**src/hdl/cusse_cfg.svh**
```systemverilog
`ifndef CUSSE_CFG_SVH
`define CUSSE_CFG_SVH
// Record and palette field positions
`define CUSSE_FB_CHR_HI 26
`define CUSSE_FB_CHR_LO 24
`define CUSSE_FB_L3_HI 23
`define CUSSE_FB_L3_LO 18
`define CUSSE_FB_L2_HI 17
`define CUSSE_FB_L2_LO 12
`define CUSSE_FB_L1_HI 11
`define CUSSE_FB_L1_LO 6
`define CUSSE_FB_L0_HI 5
`define CUSSE_FB_L0_LO 0
`define CUSSE_PAL_KIND_HI 76
`define CUSSE_PAL_KIND_LO 75
`define CUSSE_PAL_END 74
`define CUSSE_PAL_VAL_HI 73
`define CUSSE_PAL_VAL_LO 72
// Mode codes and limits
`define CUSSE_LUMA_MAX 6'h22
`define CUSSE_LUMA_DC 6'h01
`define CUSSE_CHR_MAX 3'h5
`define CUSSE_CHR_RSVD 3'h1
`define CUSSE_CHR_DC 3'h5
`define CUSSE_TR_DEPTH_MAX 2'h2
`define CUSSE_TU_SPLIT64 5'h04
// Records per LCU
`define CUSSE_REC_LCU64 7'h40
`define CUSSE_REC_LCU32 7'h10
`define CUSSE_REC_LCU16 7'h04
// Statistics
`define CUSSE_SSE_SHIFT 4
`define CUSSE_CLASSES 9
`define CUSSE_STAT_BASE 6'h20
`define CUSSE_SUM_MAX 48'hFFFF_FFFF_FFFF
`define CUSSE_CNT_MAX 20'hF_FFFF
`define CUSSE_FIFO_DEPTH 32
`endif

```
**src/hdl/cusse_pkg.sv**
```systemverilog
package cusse_pkg;
  typedef enum logic [2:0] {
    PART_2NX2N = 3'h0,
    PART_2NXN = 3'h1,
    PART_NX2N = 3'h2,
    PART_NXN = 3'h3,
    PART_2NXNU = 3'h4,
    PART_2NXND = 3'h5,
    PART_NLX2N = 3'h6,
    PART_NRX2N = 3'h7
  } cusse_shape_e;
  typedef enum logic [1:0] {
    PAL_REUSE = 2'h0,
    PAL_NEWCOL = 2'h1,
    PAL_INDEX = 2'h2,
    PAL_ESCAPE = 2'h3
  } cusse_palkind_e;
  typedef enum logic [1:0] {
    CODE_PRIMARY = 2'h0,
    CODE_FALLBACK = 2'h1,
    CODE_DC = 2'h2
  } cusse_codesrc_e;
  // Sizes: cuLog2m3 0..3 = 8..64, tuLog2m2 0..4 = 4..64
  typedef struct packed {
    logic intra;
    logic [1:0] cuLog2m3;
    cusse_shape_e shape;
    logic [2:0] tuLog2m2;
    logic dynTerm;
    logic leftAvail;
    logic topAvail;
    logic [31:0] fallback;
  } cusse_rec_s;
  typedef struct packed {
    logic [1:0] lcuLog2m3;
    logic [1:0] minCuLog2m3;
    logic external_encoder_mode;
    logic vp9;
    logic smallInterSplitDisable;
    logic [1:0] trDepthInter;
    logic [1:0] trDepthIntra;
  } cusse_cfg_s;
  typedef struct packed {
    cusse_codesrc_e codeSrc;
    logic [5:0] luma;
    logic [2:0] chroma;
    logic [4:0] tuCount;
    logic tuSplit;
    logic shapeErr;
    logic modeErr;
    logic tuErr;
    logic cfgErr;
    logic lcuDone;
    logic [2:0] hierDepth;
    logic [1:0] lineHalves;
  } cusse_dec_s;
  typedef logic [76:0] cusse_pal_t;
endpackage

```
**src/hdl/cusse_link_if.sv**
```systemverilog
interface cusse_link_if;
  import cusse_pkg::*;
  cusse_cfg_s cfg;
  logic recValid;
  logic recReady;
  cusse_rec_s rec;
  logic palValid;
  logic palReady;
  cusse_pal_t palWord;
  logic palCuStart;
  logic [1:0] palCuLog2m3;
  logic frameStart;
  logic sseValid;
  logic [1:0] ssePlane;
  logic [3:0] sseClass;
  logic [23:0] sseVal;
  modport dev (input cfg, recValid, rec, palValid, palWord, palCuStart, palCuLog2m3,
    frameStart, sseValid, ssePlane, sseClass, sseVal, output recReady, palReady);
  modport src (output cfg, recValid, rec, palValid, palWord, palCuStart, palCuLog2m3,
    frameStart, sseValid, ssePlane, sseClass, sseVal, input recReady, palReady);
endinterface

```
**src/hdl/cusse_dev.sv**
```systemverilog
`include "cusse_cfg.svh"

module cusse_fifo #(
  parameter int WIDTH = 8,
  parameter int DEPTH = `CUSSE_FIFO_DEPTH
) (
  input wire logic clk,
  input wire logic arst_n,
  input wire logic inValid,
  output logic inReady,
  input wire logic [WIDTH-1:0] inData,
  output logic outValid,
  input wire logic outReady,
  output logic [WIDTH-1:0] outData
);
  localparam int AW = $clog2(DEPTH);
  typedef struct packed {
    logic [AW-1:0] wp;
    logic [AW-1:0] rp;
    logic [AW:0] cnt;
  } cusse_fifo_s;
  cusse_fifo_s s_q;
  cusse_fifo_s s_d;
  logic [WIDTH-1:0] mem [DEPTH];
  logic push;
  logic pop;

  assign inReady = s_q.cnt != (AW + 1)'(DEPTH);
  assign outValid = s_q.cnt != '0;
  assign outData = mem[s_q.rp];
  assign push = inValid && inReady;
  assign pop = outValid && outReady;

  always_comb
  begin
    s_d = s_q;
    if (push)
    begin
      s_d.wp = (s_q.wp == AW'(DEPTH - 1)) ? '0 : s_q.wp + 1'b1;
    end
    if (pop)
    begin
      s_d.rp = (s_q.rp == AW'(DEPTH - 1)) ? '0 : s_q.rp + 1'b1;
    end
    s_d.cnt = s_q.cnt + (AW + 1)'(push) - (AW + 1)'(pop);
  end

  always_ff @(posedge clk or negedge arst_n)
  begin
    if (!arst_n)
    begin
      s_q <= '0;
    end
    else
    begin
      s_q <= s_d;
    end
  end

  always_ff @(posedge clk)
  begin
    if (push)
    begin
      mem[s_q.wp] <= inData;
    end
  end
endmodule

////////////////////////////////////////////////////////////////////////////////

module cusse_dev (
  input wire logic clk,
  input wire logic arst_n,
  cusse_link_if.dev lnk,
  output cusse_pkg::cusse_dec_s dec,
  output logic decValid,
  input wire logic decReady,
  input wire logic [2:0][15:0] zoneThr,
  input wire logic [5:0] statAddr,
  output logic [31:0] statData,
  output logic palErr
);
  import cusse_pkg::*;
  localparam int CW = 20;
  typedef struct packed {
    logic decValid;
    cusse_dec_s dec;
    logic [6:0] recCnt;
    logic [3:0] endSeen;
    logic [10:0] escCnt;
    logic palErr;
    logic [2:0][47:0] sum;
    logic [`CUSSE_CLASSES-1:0][2:0][CW-1:0] cnt;
    logic [`CUSSE_CLASSES-1:0][CW-1:0] mx;
    logic [31:0] statData;
  } cusse_dev_s;
  cusse_dev_s s_q;
  cusse_dev_s s_d;
  logic fOutValid;
  logic fOutReady;
  logic [$bits(cusse_rec_s)-1:0] fOutData;
  cusse_rec_s r;
  logic [2:0] cuL;
  logic [2:0] trD;
  logic atMin;
  logic [6:0] recLimit;
  logic [19:0] sh;
  logic [48:0] sumNext;
  cusse_palkind_e kind;
  logic [1:0] pv;
  logic [10:0] escNext;
  logic [10:0] escLimit;
  logic [5:0] idx;
  logic [3:0] cls;

  cusse_fifo #(.WIDTH($bits(cusse_rec_s)), .DEPTH(`CUSSE_FIFO_DEPTH)) u_fifo (
    .clk(clk),
    .arst_n(arst_n),
    .inValid(lnk.recValid),
    .inReady(lnk.recReady),
    .inData(lnk.rec),
    .outValid(fOutValid),
    .outReady(fOutReady),
    .outData(fOutData)
  );

  assign fOutReady = !s_q.decValid || decReady;
  assign lnk.palReady = 1'b1;
  assign dec = s_q.dec;
  assign decValid = s_q.decValid;
  assign statData = s_q.statData;
  assign palErr = s_q.palErr;

  always_comb
  begin
    s_d = s_q;
    r = cusse_rec_s'(fOutData);
    cuL = {1'b0, r.cuLog2m3} + 3'h1;
    trD = cuL - r.tuLog2m2;
    atMin = r.cuLog2m3 == lnk.cfg.minCuLog2m3;
    recLimit = (lnk.cfg.lcuLog2m3 == 2'h3) ? `CUSSE_REC_LCU64 :
      (lnk.cfg.lcuLog2m3 == 2'h2) ? `CUSSE_REC_LCU32 : `CUSSE_REC_LCU16;
    sh = lnk.sseVal[23:`CUSSE_SSE_SHIFT];
    sumNext = {1'b0, s_q.sum[lnk.ssePlane]} + {25'h0, lnk.sseVal};
    kind = cusse_palkind_e'(lnk.palWord[`CUSSE_PAL_KIND_HI:`CUSSE_PAL_KIND_LO]);
    pv = lnk.palWord[`CUSSE_PAL_VAL_HI:`CUSSE_PAL_VAL_LO];
    escNext = s_q.escCnt + {9'h0, pv[1]} + {10'h0, pv[0]};
    escLimit = 11'h010 << {lnk.palCuLog2m3, 1'b0};
    idx = statAddr - `CUSSE_STAT_BASE;
    cls = 4'((idx - 6'h06) >> 1);
    if (decReady)
    begin
      s_d.decValid = 1'b0;
    end
    // Record checks and decisions
    if (fOutValid && fOutReady)
    begin
      s_d.decValid = 1'b1;
      s_d.dec = '0;
      s_d.dec.cfgErr = lnk.cfg.lcuLog2m3 == 2'h0
        || lnk.cfg.minCuLog2m3 > lnk.cfg.lcuLog2m3;
      s_d.dec.hierDepth = {1'b0, lnk.cfg.lcuLog2m3 - lnk.cfg.minCuLog2m3} + 3'h1;
      s_d.dec.lineHalves = lnk.cfg.external_encoder_mode ? 2'h2 : 2'h1;
      if (r.cuLog2m3 > lnk.cfg.lcuLog2m3 || r.cuLog2m3 < lnk.cfg.minCuLog2m3)
      begin
        s_d.dec.shapeErr = 1'b1;
      end
      if (r.shape == PART_NXN && !atMin)
      begin
        s_d.dec.shapeErr = 1'b1;
      end
      if (r.intra && r.shape != PART_2NX2N && r.shape != PART_NXN)
      begin
        s_d.dec.shapeErr = 1'b1;
      end
      if (!r.intra && r.shape[2] && atMin)
      begin
        s_d.dec.shapeErr = 1'b1;
      end
      if (!r.intra && r.cuLog2m3 == 2'h0 && (r.shape == PART_NXN || r.shape[2]))
      begin
        s_d.dec.shapeErr = 1'b1;
      end
      if (r.intra)
      begin
        if (r.fallback[`CUSSE_FB_CHR_HI:`CUSSE_FB_CHR_LO] == `CUSSE_CHR_RSVD
          || r.fallback[`CUSSE_FB_CHR_HI:`CUSSE_FB_CHR_LO] > `CUSSE_CHR_MAX)
        begin
          s_d.dec.modeErr = 1'b1;
        end
        if (r.fallback[`CUSSE_FB_L0_HI:`CUSSE_FB_L0_LO] > `CUSSE_LUMA_MAX)
        begin
          s_d.dec.modeErr = 1'b1;
        end
        if (r.shape == PART_NXN && (r.fallback[`CUSSE_FB_L1_HI:`CUSSE_FB_L1_LO] > `CUSSE_LUMA_MAX
          || r.fallback[`CUSSE_FB_L2_HI:`CUSSE_FB_L2_LO] > `CUSSE_LUMA_MAX
          || r.fallback[`CUSSE_FB_L3_HI:`CUSSE_FB_L3_LO] > `CUSSE_LUMA_MAX))
        begin
          s_d.dec.modeErr = 1'b1;
        end
      end
      if (r.dynTerm && !r.leftAvail && !r.topAvail)
      begin
        s_d.dec.codeSrc = CODE_DC;
        s_d.dec.luma = `CUSSE_LUMA_DC;
        s_d.dec.chroma = `CUSSE_CHR_DC;
      end
      else if (r.dynTerm && (r.leftAvail ^ r.topAvail))
      begin
        s_d.dec.codeSrc = CODE_FALLBACK;
        s_d.dec.luma = r.fallback[`CUSSE_FB_L0_HI:`CUSSE_FB_L0_LO];
        s_d.dec.chroma = r.fallback[`CUSSE_FB_CHR_HI:`CUSSE_FB_CHR_LO];
      end
      // Transform unit count by depth
      if (r.cuLog2m3 == 2'h3 && r.tuLog2m2 == 3'h4)
      begin
        s_d.dec.tuCount = `CUSSE_TU_SPLIT64;
        s_d.dec.tuSplit = 1'b1;
      end
      else if (r.tuLog2m2 > cuL || trD > 3'h2)
      begin
        s_d.dec.tuErr = 1'b1;
      end
      else
      begin
        s_d.dec.tuCount = 5'h01 << {trD[1:0], 1'b0};
      end
      if (s_q.recCnt == recLimit - 7'h01)
      begin
        s_d.recCnt = '0;
        s_d.dec.lcuDone = 1'b1;
      end
      else
      begin
        s_d.recCnt = s_q.recCnt + 7'h01;
      end
    end
    // Palette map checks
    if (lnk.palCuStart)
    begin
      s_d.endSeen = '0;
      s_d.escCnt = '0;
      s_d.palErr = 1'b0;
    end
    if (lnk.palValid)
    begin
      if (s_d.endSeen[kind])
      begin
        s_d.palErr = 1'b1;
      end
      if (lnk.palWord[`CUSSE_PAL_END])
      begin
        s_d.endSeen[kind] = 1'b1;
      end
      if ((kind == PAL_NEWCOL || kind == PAL_ESCAPE) && pv == 2'h2)
      begin
        s_d.palErr = 1'b1;
      end
      if (kind == PAL_ESCAPE)
      begin
        s_d.escCnt = escNext;
        if (escNext > escLimit)
        begin
          s_d.palErr = 1'b1;
        end
      end
    end
    // Frame SSE statistics, kept for either codec
    if (lnk.frameStart)
    begin
      s_d.sum = '0;
      s_d.cnt = '0;
      s_d.mx = '0;
    end
    else if (lnk.sseValid)
    begin
      if (lnk.ssePlane != 2'h3)
      begin
        s_d.sum[lnk.ssePlane] = sumNext[48] ? `CUSSE_SUM_MAX : sumNext[47:0];
      end
      if (lnk.sseClass < 4'(`CUSSE_CLASSES))
      begin
        for (int z = 0; z < 3; z++)
        begin
          if (sh >= {4'h0, zoneThr[z]} && s_q.cnt[lnk.sseClass][z] != `CUSSE_CNT_MAX)
          begin
            s_d.cnt[lnk.sseClass][z] = s_q.cnt[lnk.sseClass][z] + 20'h1;
          end
        end
        if (sh > s_q.mx[lnk.sseClass])
        begin
          s_d.mx[lnk.sseClass] = sh;
        end
      end
    end
    // Statistics read port
    s_d.statData = '0;
    if (statAddr >= `CUSSE_STAT_BASE && idx < 6'h06)
    begin
      s_d.statData = idx[0] ? {16'h0, s_q.sum[idx[2:1]][47:32]}
        : s_q.sum[idx[2:1]][31:0];
    end
    else if (statAddr >= `CUSSE_STAT_BASE && cls < 4'(`CUSSE_CLASSES))
    begin
      s_d.statData = idx[0] ? {(s_q.mx[cls][19:16] != 4'h0) ? 16'hFFFF : s_q.mx[cls][15:0],
        s_q.cnt[cls][2][19:4]} : {s_q.cnt[cls][1][19:4], s_q.cnt[cls][0][19:4]};
    end
  end

  always_ff @(posedge clk or negedge arst_n)
  begin
    if (!arst_n)
    begin
      s_q <= '0;
    end
    else
    begin
      s_q <= s_d;
    end
  end
endmodule

```
**src/flat_wrapper.sv**
```systemverilog
// flat-port wrapper written by rule: the top's interface ports become plain ports
module cusse_dev_flat import cusse_pkg::*;
  (clk, arst_n, dec, decValid, decReady, zoneThr, statAddr, statData, palErr, lnk_cfg, lnk_recValid, lnk_rec, lnk_palValid, lnk_palWord, lnk_palCuStart, lnk_palCuLog2m3, lnk_frameStart, lnk_sseValid, lnk_ssePlane, lnk_sseClass, lnk_sseVal, lnk_recReady, lnk_palReady);
  cusse_link_if lnk_i ();
  input wire logic clk;
  input wire logic arst_n;
  output cusse_pkg::cusse_dec_s dec;
  output logic decValid;
  input wire logic decReady;
  input wire logic [2:0][15:0] zoneThr;
  input wire logic [5:0] statAddr;
  output logic [31:0] statData;
  output logic palErr;
  input wire logic [$bits(lnk_i.cfg)-1:0] lnk_cfg;
  input wire logic [$bits(lnk_i.recValid)-1:0] lnk_recValid;
  input wire logic [$bits(lnk_i.rec)-1:0] lnk_rec;
  input wire logic [$bits(lnk_i.palValid)-1:0] lnk_palValid;
  input wire logic [$bits(lnk_i.palWord)-1:0] lnk_palWord;
  input wire logic [$bits(lnk_i.palCuStart)-1:0] lnk_palCuStart;
  input wire logic [$bits(lnk_i.palCuLog2m3)-1:0] lnk_palCuLog2m3;
  input wire logic [$bits(lnk_i.frameStart)-1:0] lnk_frameStart;
  input wire logic [$bits(lnk_i.sseValid)-1:0] lnk_sseValid;
  input wire logic [$bits(lnk_i.ssePlane)-1:0] lnk_ssePlane;
  input wire logic [$bits(lnk_i.sseClass)-1:0] lnk_sseClass;
  input wire logic [$bits(lnk_i.sseVal)-1:0] lnk_sseVal;
  output wire logic [$bits(lnk_i.recReady)-1:0] lnk_recReady;
  output wire logic [$bits(lnk_i.palReady)-1:0] lnk_palReady;
  assign lnk_i.cfg = lnk_cfg;
  assign lnk_i.recValid = lnk_recValid;
  assign lnk_i.rec = lnk_rec;
  assign lnk_i.palValid = lnk_palValid;
  assign lnk_i.palWord = lnk_palWord;
  assign lnk_i.palCuStart = lnk_palCuStart;
  assign lnk_i.palCuLog2m3 = lnk_palCuLog2m3;
  assign lnk_i.frameStart = lnk_frameStart;
  assign lnk_i.sseValid = lnk_sseValid;
  assign lnk_i.ssePlane = lnk_ssePlane;
  assign lnk_i.sseClass = lnk_sseClass;
  assign lnk_i.sseVal = lnk_sseVal;
  assign lnk_recReady = lnk_i.recReady;
  assign lnk_palReady = lnk_i.palReady;
  cusse_dev u_core (.clk(clk), .arst_n(arst_n), .lnk(lnk_i), .dec(dec), .decValid(decValid), .decReady(decReady), .zoneThr(zoneThr), .statAddr(statAddr), .statData(statData), .palErr(palErr));
endmodule
```
**config.mk**
```make
export PLATFORM = sky130hd
export DESIGN_NAME = cusse_dev_flat
export DESIGN_NICKNAME = d
export VERILOG_FILES = /design/src/hdl/cusse_pkg.sv /design/src/hdl/cusse_link_if.sv /design/src/hdl/cusse_dev.sv /design/src/flat_wrapper.sv
export VERILOG_INCLUDE_DIRS = /design/src /design/src/hdl
export SDC_FILE = /design/constraint.sdc
export NUM_CORES = 2
export LEC_CHECK = 0
export ABC_CLOCK_PERIOD_IN_PS = 9400
export BUFFER_PORTS_ARGS = -buffer_cell sky130_fd_sc_hd__buf_2
export CORE_ASPECT_RATIO = 1.5
export CORE_UTILIZATION = 45
export DETAILED_ROUTE_END_ITERATION = 10
export PLACE_DENSITY = 0.72
export SYNTH_ARGS = -nofsm -noshare
export SYNTH_HDL_FRONTEND = slang
export SYNTH_SLANG_ARGS = --single-unit
export TNS_END_PERCENT = 20
```
**constraint.sdc**
```tcl
create_clock -name clk -period 9.4 [get_ports clk]
set_clock_uncertainty 0.05 [all_clocks]
set_input_delay 0.94 -clock clk [delete_from_list [all_inputs] [get_ports clk]]
set_output_delay 0.94 -clock clk [all_outputs]
set_load 0.05 [all_outputs]
```
After elaboration in Yosys (flattened, before gate mapping)
Memories as Yosys holds them, arrays and structs flattened.
Cells that the tools add are included.
{"block": "word_totals", "regBits": 963, "ram_bits": 1408, "input_bits": 226, "out_inout_bits": 63, "word_cells": 264, "n_memories": 1}
{"name": "u_core.u_fifo.mem", "depth": 32, "width": 44, "rd": 1, "rd_clocked_by_memory_dff": 0, "write_ports": 1, "line_no": "cusse_dev.sv:24", "rtl": "logic [WIDTH-1:0] mem [DEPTH];"}
{"block": "op_classes", "n_addsub": 18, "magnitude_cmp": 27, "n_eq_ne": 19, "n_shift": 2, "muxes": 85, "bitwise": 2, "n_reduce_logical": 50}
{"op": "540-bit 2-to-1 mux", "count": 9}
{"op": "864-bit 2-to-1 mux", "count": 2}
{"op": "540-bit bitwise mux", "count": 3}
{"op": "60-bit demux with 4-bit select", "count": 3}
{"op": "720-bit 2-to-1 mux", "count": 1}
{"op": "60-bit binary-select mux with 4-bit select", "count": 2}
{"op": "48-bit binary-select mux with 2-bit select", "count": 2}
{"op": "48-bit 2-to-1 mux", "count": 4}
{"op": "180-bit bitwise mux", "count": 1}
{"op": "180-bit 2-to-1 mux", "count": 1}
{"op": "60-bit 2-to-1 mux", "count": 3}
{"op": "20-bit binary-select mux with 4-bit select", "count": 2}
{"op": "144-bit bitwise mux", "count": 1}
{"op": "144-bit 2-to-1 mux", "count": 1}
{"op": "32-bit 2-to-1 mux", "count": 4}
{"op": "48-bit demux with 2-bit select", "count": 1}
{"op": "20-bit demux with 4-bit select", "count": 1}
{"op": "20-bit 2-to-1 mux", "count": 4}
{"op": "20-bit by 1-bit adder with 20-bit output (second input constant)", "count": 3}
{"op": "20-bit by 16-bit >= comparator with 1-bit output", "count": 3}
{"op": "20-bit inequality test (second input constant)", "count": 3}
{"op": "48-bit by 24-bit adder with 49-bit output", "count": 1}
{"op": "16-bit 2-to-1 mux", "count": 3}
{"op": "40-bit 2-to-1 mux", "count": 1}
{"op": "other kinds (62)", "count": 144}

Longest topological paths before layout
{"block": "logic_depth", "word_depth": 19, "ltp_mapped": 24, "mapped_depth_nobuf": 16}

Cells and area by module
From an unflattened synthesis, not the netlist that was laid out.
{"block": "unflattened", "hier_cells": 8251, "hier_area_um2": 110357.1}
{"mod": "cusse_dev", "n_inst": 1, "cells_each": 5337, "area_each_um2": 55300.5, "seq_area_each_um2": 23647.7}
{"mod": "cusse_fifo", "n_inst": 1, "cells_each": 2914, "area_each_um2": 55056.6, "seq_area_each_um2": 42680.9}

Least setup slack after synthesis
Ideal clock, no wire load.
{"block": "synth_timing", "path_type": "input port to flip-flop", "start": "input port lnk_sseClass[0]", "end": "register u_core.s_q[172] (netlist bit)", "setup_time_ps": 66, "arrival_ps": 5409, "required_time_ps": 9284, "setup_slack_ps": 3875, "path_stages": 24, "path_buffers": 10, "cell_sequence": "buf_6 > buf_8 > buf_6 > buf_4 > buf_4 > buf_2 > buf_2 > mux4_2 > nand2_1 > a21oi_1 > a31oi_1 > ha_1 > a21o_1 > a21o_1 > a211o_1 > o211ai_1 > a21oi_1 > a211oi_1 > nand2b_1 > clkbuf_1 > clkbuf_1 > o31a_1 > clkbuf_1 > a22o_1"}
{"block": "synth_via", "elab_chain_len": 9, "elab_cells_between_ends": 17, "classes_between": "order compare: 4; mux: 9; reduce/logical: 4"}
{"element": "start: declaration", "line_no": "flat_wrapper.sv:24", "rtl": "input wire logic [$bits(lnk_i.sseClass)-1:0] lnk_sseClass;"}
{"element": "parallel branches: the longest is 9 deep, another holds 20-bit > comparator"}
{"element": "end signal: assignment", "line_no": "cusse_dev.sv:314", "rtl": "s_q <= '0;"}
{"element": "end signal: assignment", "line_no": "cusse_dev.sv:318", "rtl": "s_q <= s_d;"}
{"element": "end: declaration", "line_no": "cusse_dev.sv:97", "rtl": "cusse_dev_s s_q;"}
Several ways; the timed one is not identified. The select of a mux whose other input is x is not followed.
A chain may end at the register's enable or synchronous reset.

Final worst setup path
{"block": "layout_timing", "start": "input port lnk_ssePlane[1]", "end": "register u_core.s_q[873] (netlist bit)"}
{"block": "layout_via", "elab_chain_len": 8, "elab_cells_between_ends": 16, "classes_between": "add/sub: 1; order compare: 2; eq/ne: 1; mux: 9; reduce/logical: 3"}
{"element": "start: declaration", "line_no": "flat_wrapper.sv:23", "rtl": "input wire logic [$bits(lnk_i.ssePlane)-1:0] lnk_ssePlane;"}
{"element": "48-bit binary-select mux with 2-bit select (tied with other cells)", "line_no": "cusse_dev.sv:144", "rtl": "sumNext = {1'b0, s_q.sum[lnk.ssePlane]} + {25'h0, lnk.sseVal};"}
{"element": "48-bit 2-to-1 mux (implied by the code) / 1-bit logical AND (equally long branches)", "line_no": "cusse_dev.sv:144, cusse_dev.sv:279"}
{"element": "48-bit by 24-bit adder with 49-bit output / 48-bit 2-to-1 mux (equally long branches)", "line_no": "cusse_dev.sv:144, cusse_dev.sv:279"}
{"element": "48-bit 2-to-1 mux / 48-bit demux with 2-bit select (equally long branches)"}
{"element": "144-bit bitwise mux", "line_no": "cusse_dev.sv:279", "rtl": "s_d.sum[lnk.ssePlane] = sumNext[48] ? `CUSSE_SUM_MAX : sumNext[47:0];"}
{"element": "144-bit 2-to-1 mux", "line_no": "cusse_dev.sv:277", "rtl": "if (lnk.ssePlane != 2'h3)"}
{"element": "864-bit 2-to-1 mux", "line_no": "cusse_dev.sv:275", "rtl": "else if (lnk.sseValid)"}
{"element": "864-bit 2-to-1 mux", "line_no": "cusse_dev.sv:269", "rtl": "if (lnk.frameStart)"}
Parallel ways exist; a longest one is shown, timed or not. The select of a mux whose other input is x is not followed.

==> impl_metrics.env <==
export IMPL_yosys_warnings=0
export IMPL_holdBufCountCts=0
export IMPL_via_per_inst=6.61
export IMPL_cpLargestDelayFamily="simple AND/OR/NAND/NOR gates"
export IMPL_hold_violations=0
export IMPL_grt_pass1_vias=69228
export IMPL_cts_root_buf="clkbuf_16"
export IMPL_clockPowerShare_pct=36.5
export IMPL_clkSinkCount=2209
export IMPL_ff_latch_area_um2=61500
export IMPL_synth_main_ff_cell="edfxtp_1"
export IMPL_cts_buffers=215
export IMPL_start_util_pct=45.4
export IMPL_vias=67595
export IMPL_fin_crit_sh_pct=61.8
export IMPL_synth_top_cell_by_area="edfxtp_1"
export IMPL_grt_pass1_wl_mm=446
export IMPL_critPathSlowestCell="nand3_1"
export IMPL_switching_share_pct=28.5
export IMPL_ys_ff_latch=2209
export IMPL_run_status="completed"
export IMPL_multi_input_area_um2=36600
export IMPL_crit_top_cell="buf_4"
export IMPL_rsz0062_at_grt="no"
export IMPL_post_cts_resized=0
export IMPL_grt_usage_pct=26.2
export IMPL_required_ns=10.13
export IMPL_std_cell_rows=212
export IMPL_maxSlewViolCount=0
export IMPL_vdd_drop_max_mv=0.259
export IMPL_synth_top_area_share_pct=37.1
export IMPL_layout_min_cycle_time_ns=5.81
export IMPL_comb_power_share_pct=18.2
export IMPL_cts_tree="built"
export IMPL_htreeDepth=4
export IMPL_syn_area_um2=101000
export IMPL_cts_setup_buffers=0
export IMPL_hold_path_class="in -> async"
export IMPL_dp_hpwl_mm=183
export IMPL_drive_gt1_share_pct=19.2
export IMPL_drt_first_pass_iters=5
export IMPL_drt_wirelength_per_cell_um=29.5
export IMPL_io_pins=289
export IMPL_antenna_found_initial=19
export IMPL_clockBufferDepth=4
export IMPL_core_um2=223000
export IMPL_power_density_nw_per_um2=216
export IMPL_p_seq_share_pct=45.3
export IMPL_slowest_delay_ns=0.87
export IMPL_clock_latency_ns=0.90
export IMPL_grt_start_max_net_pins=159
export IMPL_area_growth_pct=10.5
export IMPL_port_buffers=202
export IMPL_syn_area_per_cell_um2=14.2
export IMPL_first_iter_violations=7068
export IMPL_p_leak_uw=0.0424
export IMPL_routed_wl_mm=302
export IMPL_cp_max_fo=52
export IMPL_internal_power_uw=17200
export IMPL_critPathKind="in -> reg"
export IMPL_drc=0
export IMPL_worstSetupStartpointType="input pin"
export IMPL_finalPower_uw=24100
export IMPL_clk_pin_slew_worst_paths_ns=0.06
export IMPL_finalSetupViolCount=0
export IMPL_endpoint_kind="register"
export IMPL_synth_edff_count=1248
export IMPL_synth_async_sr_flop_share_pct=43.5
export IMPL_die_area_um2=227000
export IMPL_fin_nets=7526
export IMPL_slew_limit_headroom_pct=13.7
export IMPL_path_buf_inv=4
export IMPL_ant_nets=0
export IMPL_fmax_mhz=172
export IMPL_arrival_ns=6.53
export IMPL_ys_types=106
export IMPL_fp_dieH_um=583
export IMPL_fin_tns_setup_ns=0
export IMPL_path_cells="buf_2 > buf_4 > nor2b_4 > buf_4 > nand2_1 > o21ai_0 > ha_1 > nand4_1 > or2_2 > o32a_1 > o21a_1 > buf_4 > a21oi_1 > nand3_1 > o21ai_0 > a22o_1"
export IMPL_final_core_util_pct=50.2
export IMPL_synthesis_instances=7146
export IMPL_worstMarginPinSlew_ns=1.30
export IMPL_synth_area_leaders="edfxtp_1 37%, dfrtp_1 24%, mux4_2 9.4%"
export IMPL_ys_seq_area_share_pct=60.8
export IMPL_die_w_um=389
export IMPL_gp_congestion=0.931
export IMPL_nFillCells=18402
export IMPL_grt_overflow=0
export IMPL_cap_violations=0
export IMPL_p_sw_uw=6860
-- logic make-up after synthesis --
family,after synthesis,share of synthesized area [%]
DFF,2209,60.8
AOI/OAI and AO/OA,1760,12.8
and+or+nand+nor,1425,6.91
muxes,825,13.5
buffers and inverters,683,3.33
adders and majority gates,135,1.71
xor gates and xnor gates,107,0.949
other,2,0.00743
-- cells in the mapped netlist, drive strengths merged, types with 53 or more instances --
cell type     n
o22ai        76
ha          130
mux4        420
edfxtp     1248
nor3         98
dfrtp       961
mux2        122
clkbuf      270
a21oi       247
o21ai       310
nand3       121
o2bb2ai      81
nor4         53
nand2       513
a211oi      114
a22o        455
nor2        334
nor2b        62
mux2i       283
buf         300
o31ai        87
inv         109
xnor2        64
-- worst register-to-register path: cells and delay by family, from the launching register on --
family / cells / cell delay (ns)
AO/OA/AOI/OAI: 4 / 0.64
adder cells (fa/ha/maj): 2 / 0.76
AND/OR/NAND/NOR: 1 / 0.06
multiplexers: 3 / 1.89
buffers and inverters: 2 / 0.89
flip-flops: 1 / 0.84
-- cells in the final DEF, fill, tap and decap left out, types with 165 or more instances in the layout --
cell type / synthesis / routed
edfxtp_1: 1248 / 1248
dfrtp_1: 961 / 957
nand2_1: 511 / 510
a22o_1: 455 / 455
mux4_2: 420 / 420
nor2_1: 318 / 287
mux2i_1: 283 / 283
a21oi_1: 244 / 241
clkbuf_16: 0 / 216
o21ai_0: 199 / 199
buf_2: 96 / 195
buf_4: 121 / 165
-- registers in the layout (all words and copies together), names as in the netlist --
register	count
u_core.palErr	1
u_core.s_q	886
u_core.statData	32
u_core.u_fifo.mem	1248
u_core.u_fifo.s_q	16
u_core.decValid	1
u_core.dec	25
-- per-stage QoR --
step | area, um2 | hold slack [ns] | instances | setup WS, ns
CTS | 112000 | 0.106 | 10219 | 3.89
global route | 112000 | 0.152 | 10222 | 3.48
detailed placement | 105000 | 0.413 | 9837 | 3.04
global placement | 105000 | 0.407 | 9837 | 3.06
finish | 112000 | 0.0975 | 10231 | 3.59
floorplan | 101000 | 0.395 | 7147 | 3.87
-- metal layers --
metal  global-route usage (%)  vias up  wire length (um)
li1                         -    27964                 -
met1                     29.2    34307            101000
met2                     44.7     4038            150000
met3                     4.97     1272             25300
met4                     19.6       14             25800
met5                        0        -               109
-- layout make-up --
cell class / count / share of cell area [%]
Clock buffer: 274 / 5.25
Clock inverter: 108 / 1.10
Tap cell: 2889 / 3.23
Inverter: 113 / 0.382
Multi-Input combinational cell: 4255 / 32.8
Timing Repair Buffer: 371 / 2.16
Antenna cell: 12 / 0.0269
Sequential cell: 2209 / 55.1
-- power by group through the flow --
stage	clock network (uW)	registers, uW	logic (uW)
detailed placement	0	11100	4330
global placement	0	11100	4260
global route	9220	11000	4610
finish	8790	10900	4380
floorplan	0	11000	2910
CTS	8870	10900	4380
-- final timing paths --
path | endpoint | depth (start not counted) | from | slack [ns]
max | u_core.s_q[873]$_DFFE_PN0P_ | 16 | lnk_ssePlane[1] | 3.59
min reg2reg | u_core.dec[25]$_DFFE_PN0P_ | 2 | u_core.dec[25]$_DFFE_PN0P_ | 0.43
min in group clk | u_core.s_q[911]$_DFF_PN0_ | 2 | lnk_palWord[74] | 0.25
max reg2reg | u_core.dec[7]$_DFFE_PN0P_ | 12 | u_core.u_fifo.s_q[7]$_DFFE_PN0P_ | 4.15
min | u_core.s_q[165]$_DFFE_PN0P_ | 1 | arst_n | 0.1
max in group asynchronous | u_core.s_q[397]$_DFFE_PN0P_ | 3 | arst_n | 6.85
Power figures use the tool's default switching activity.
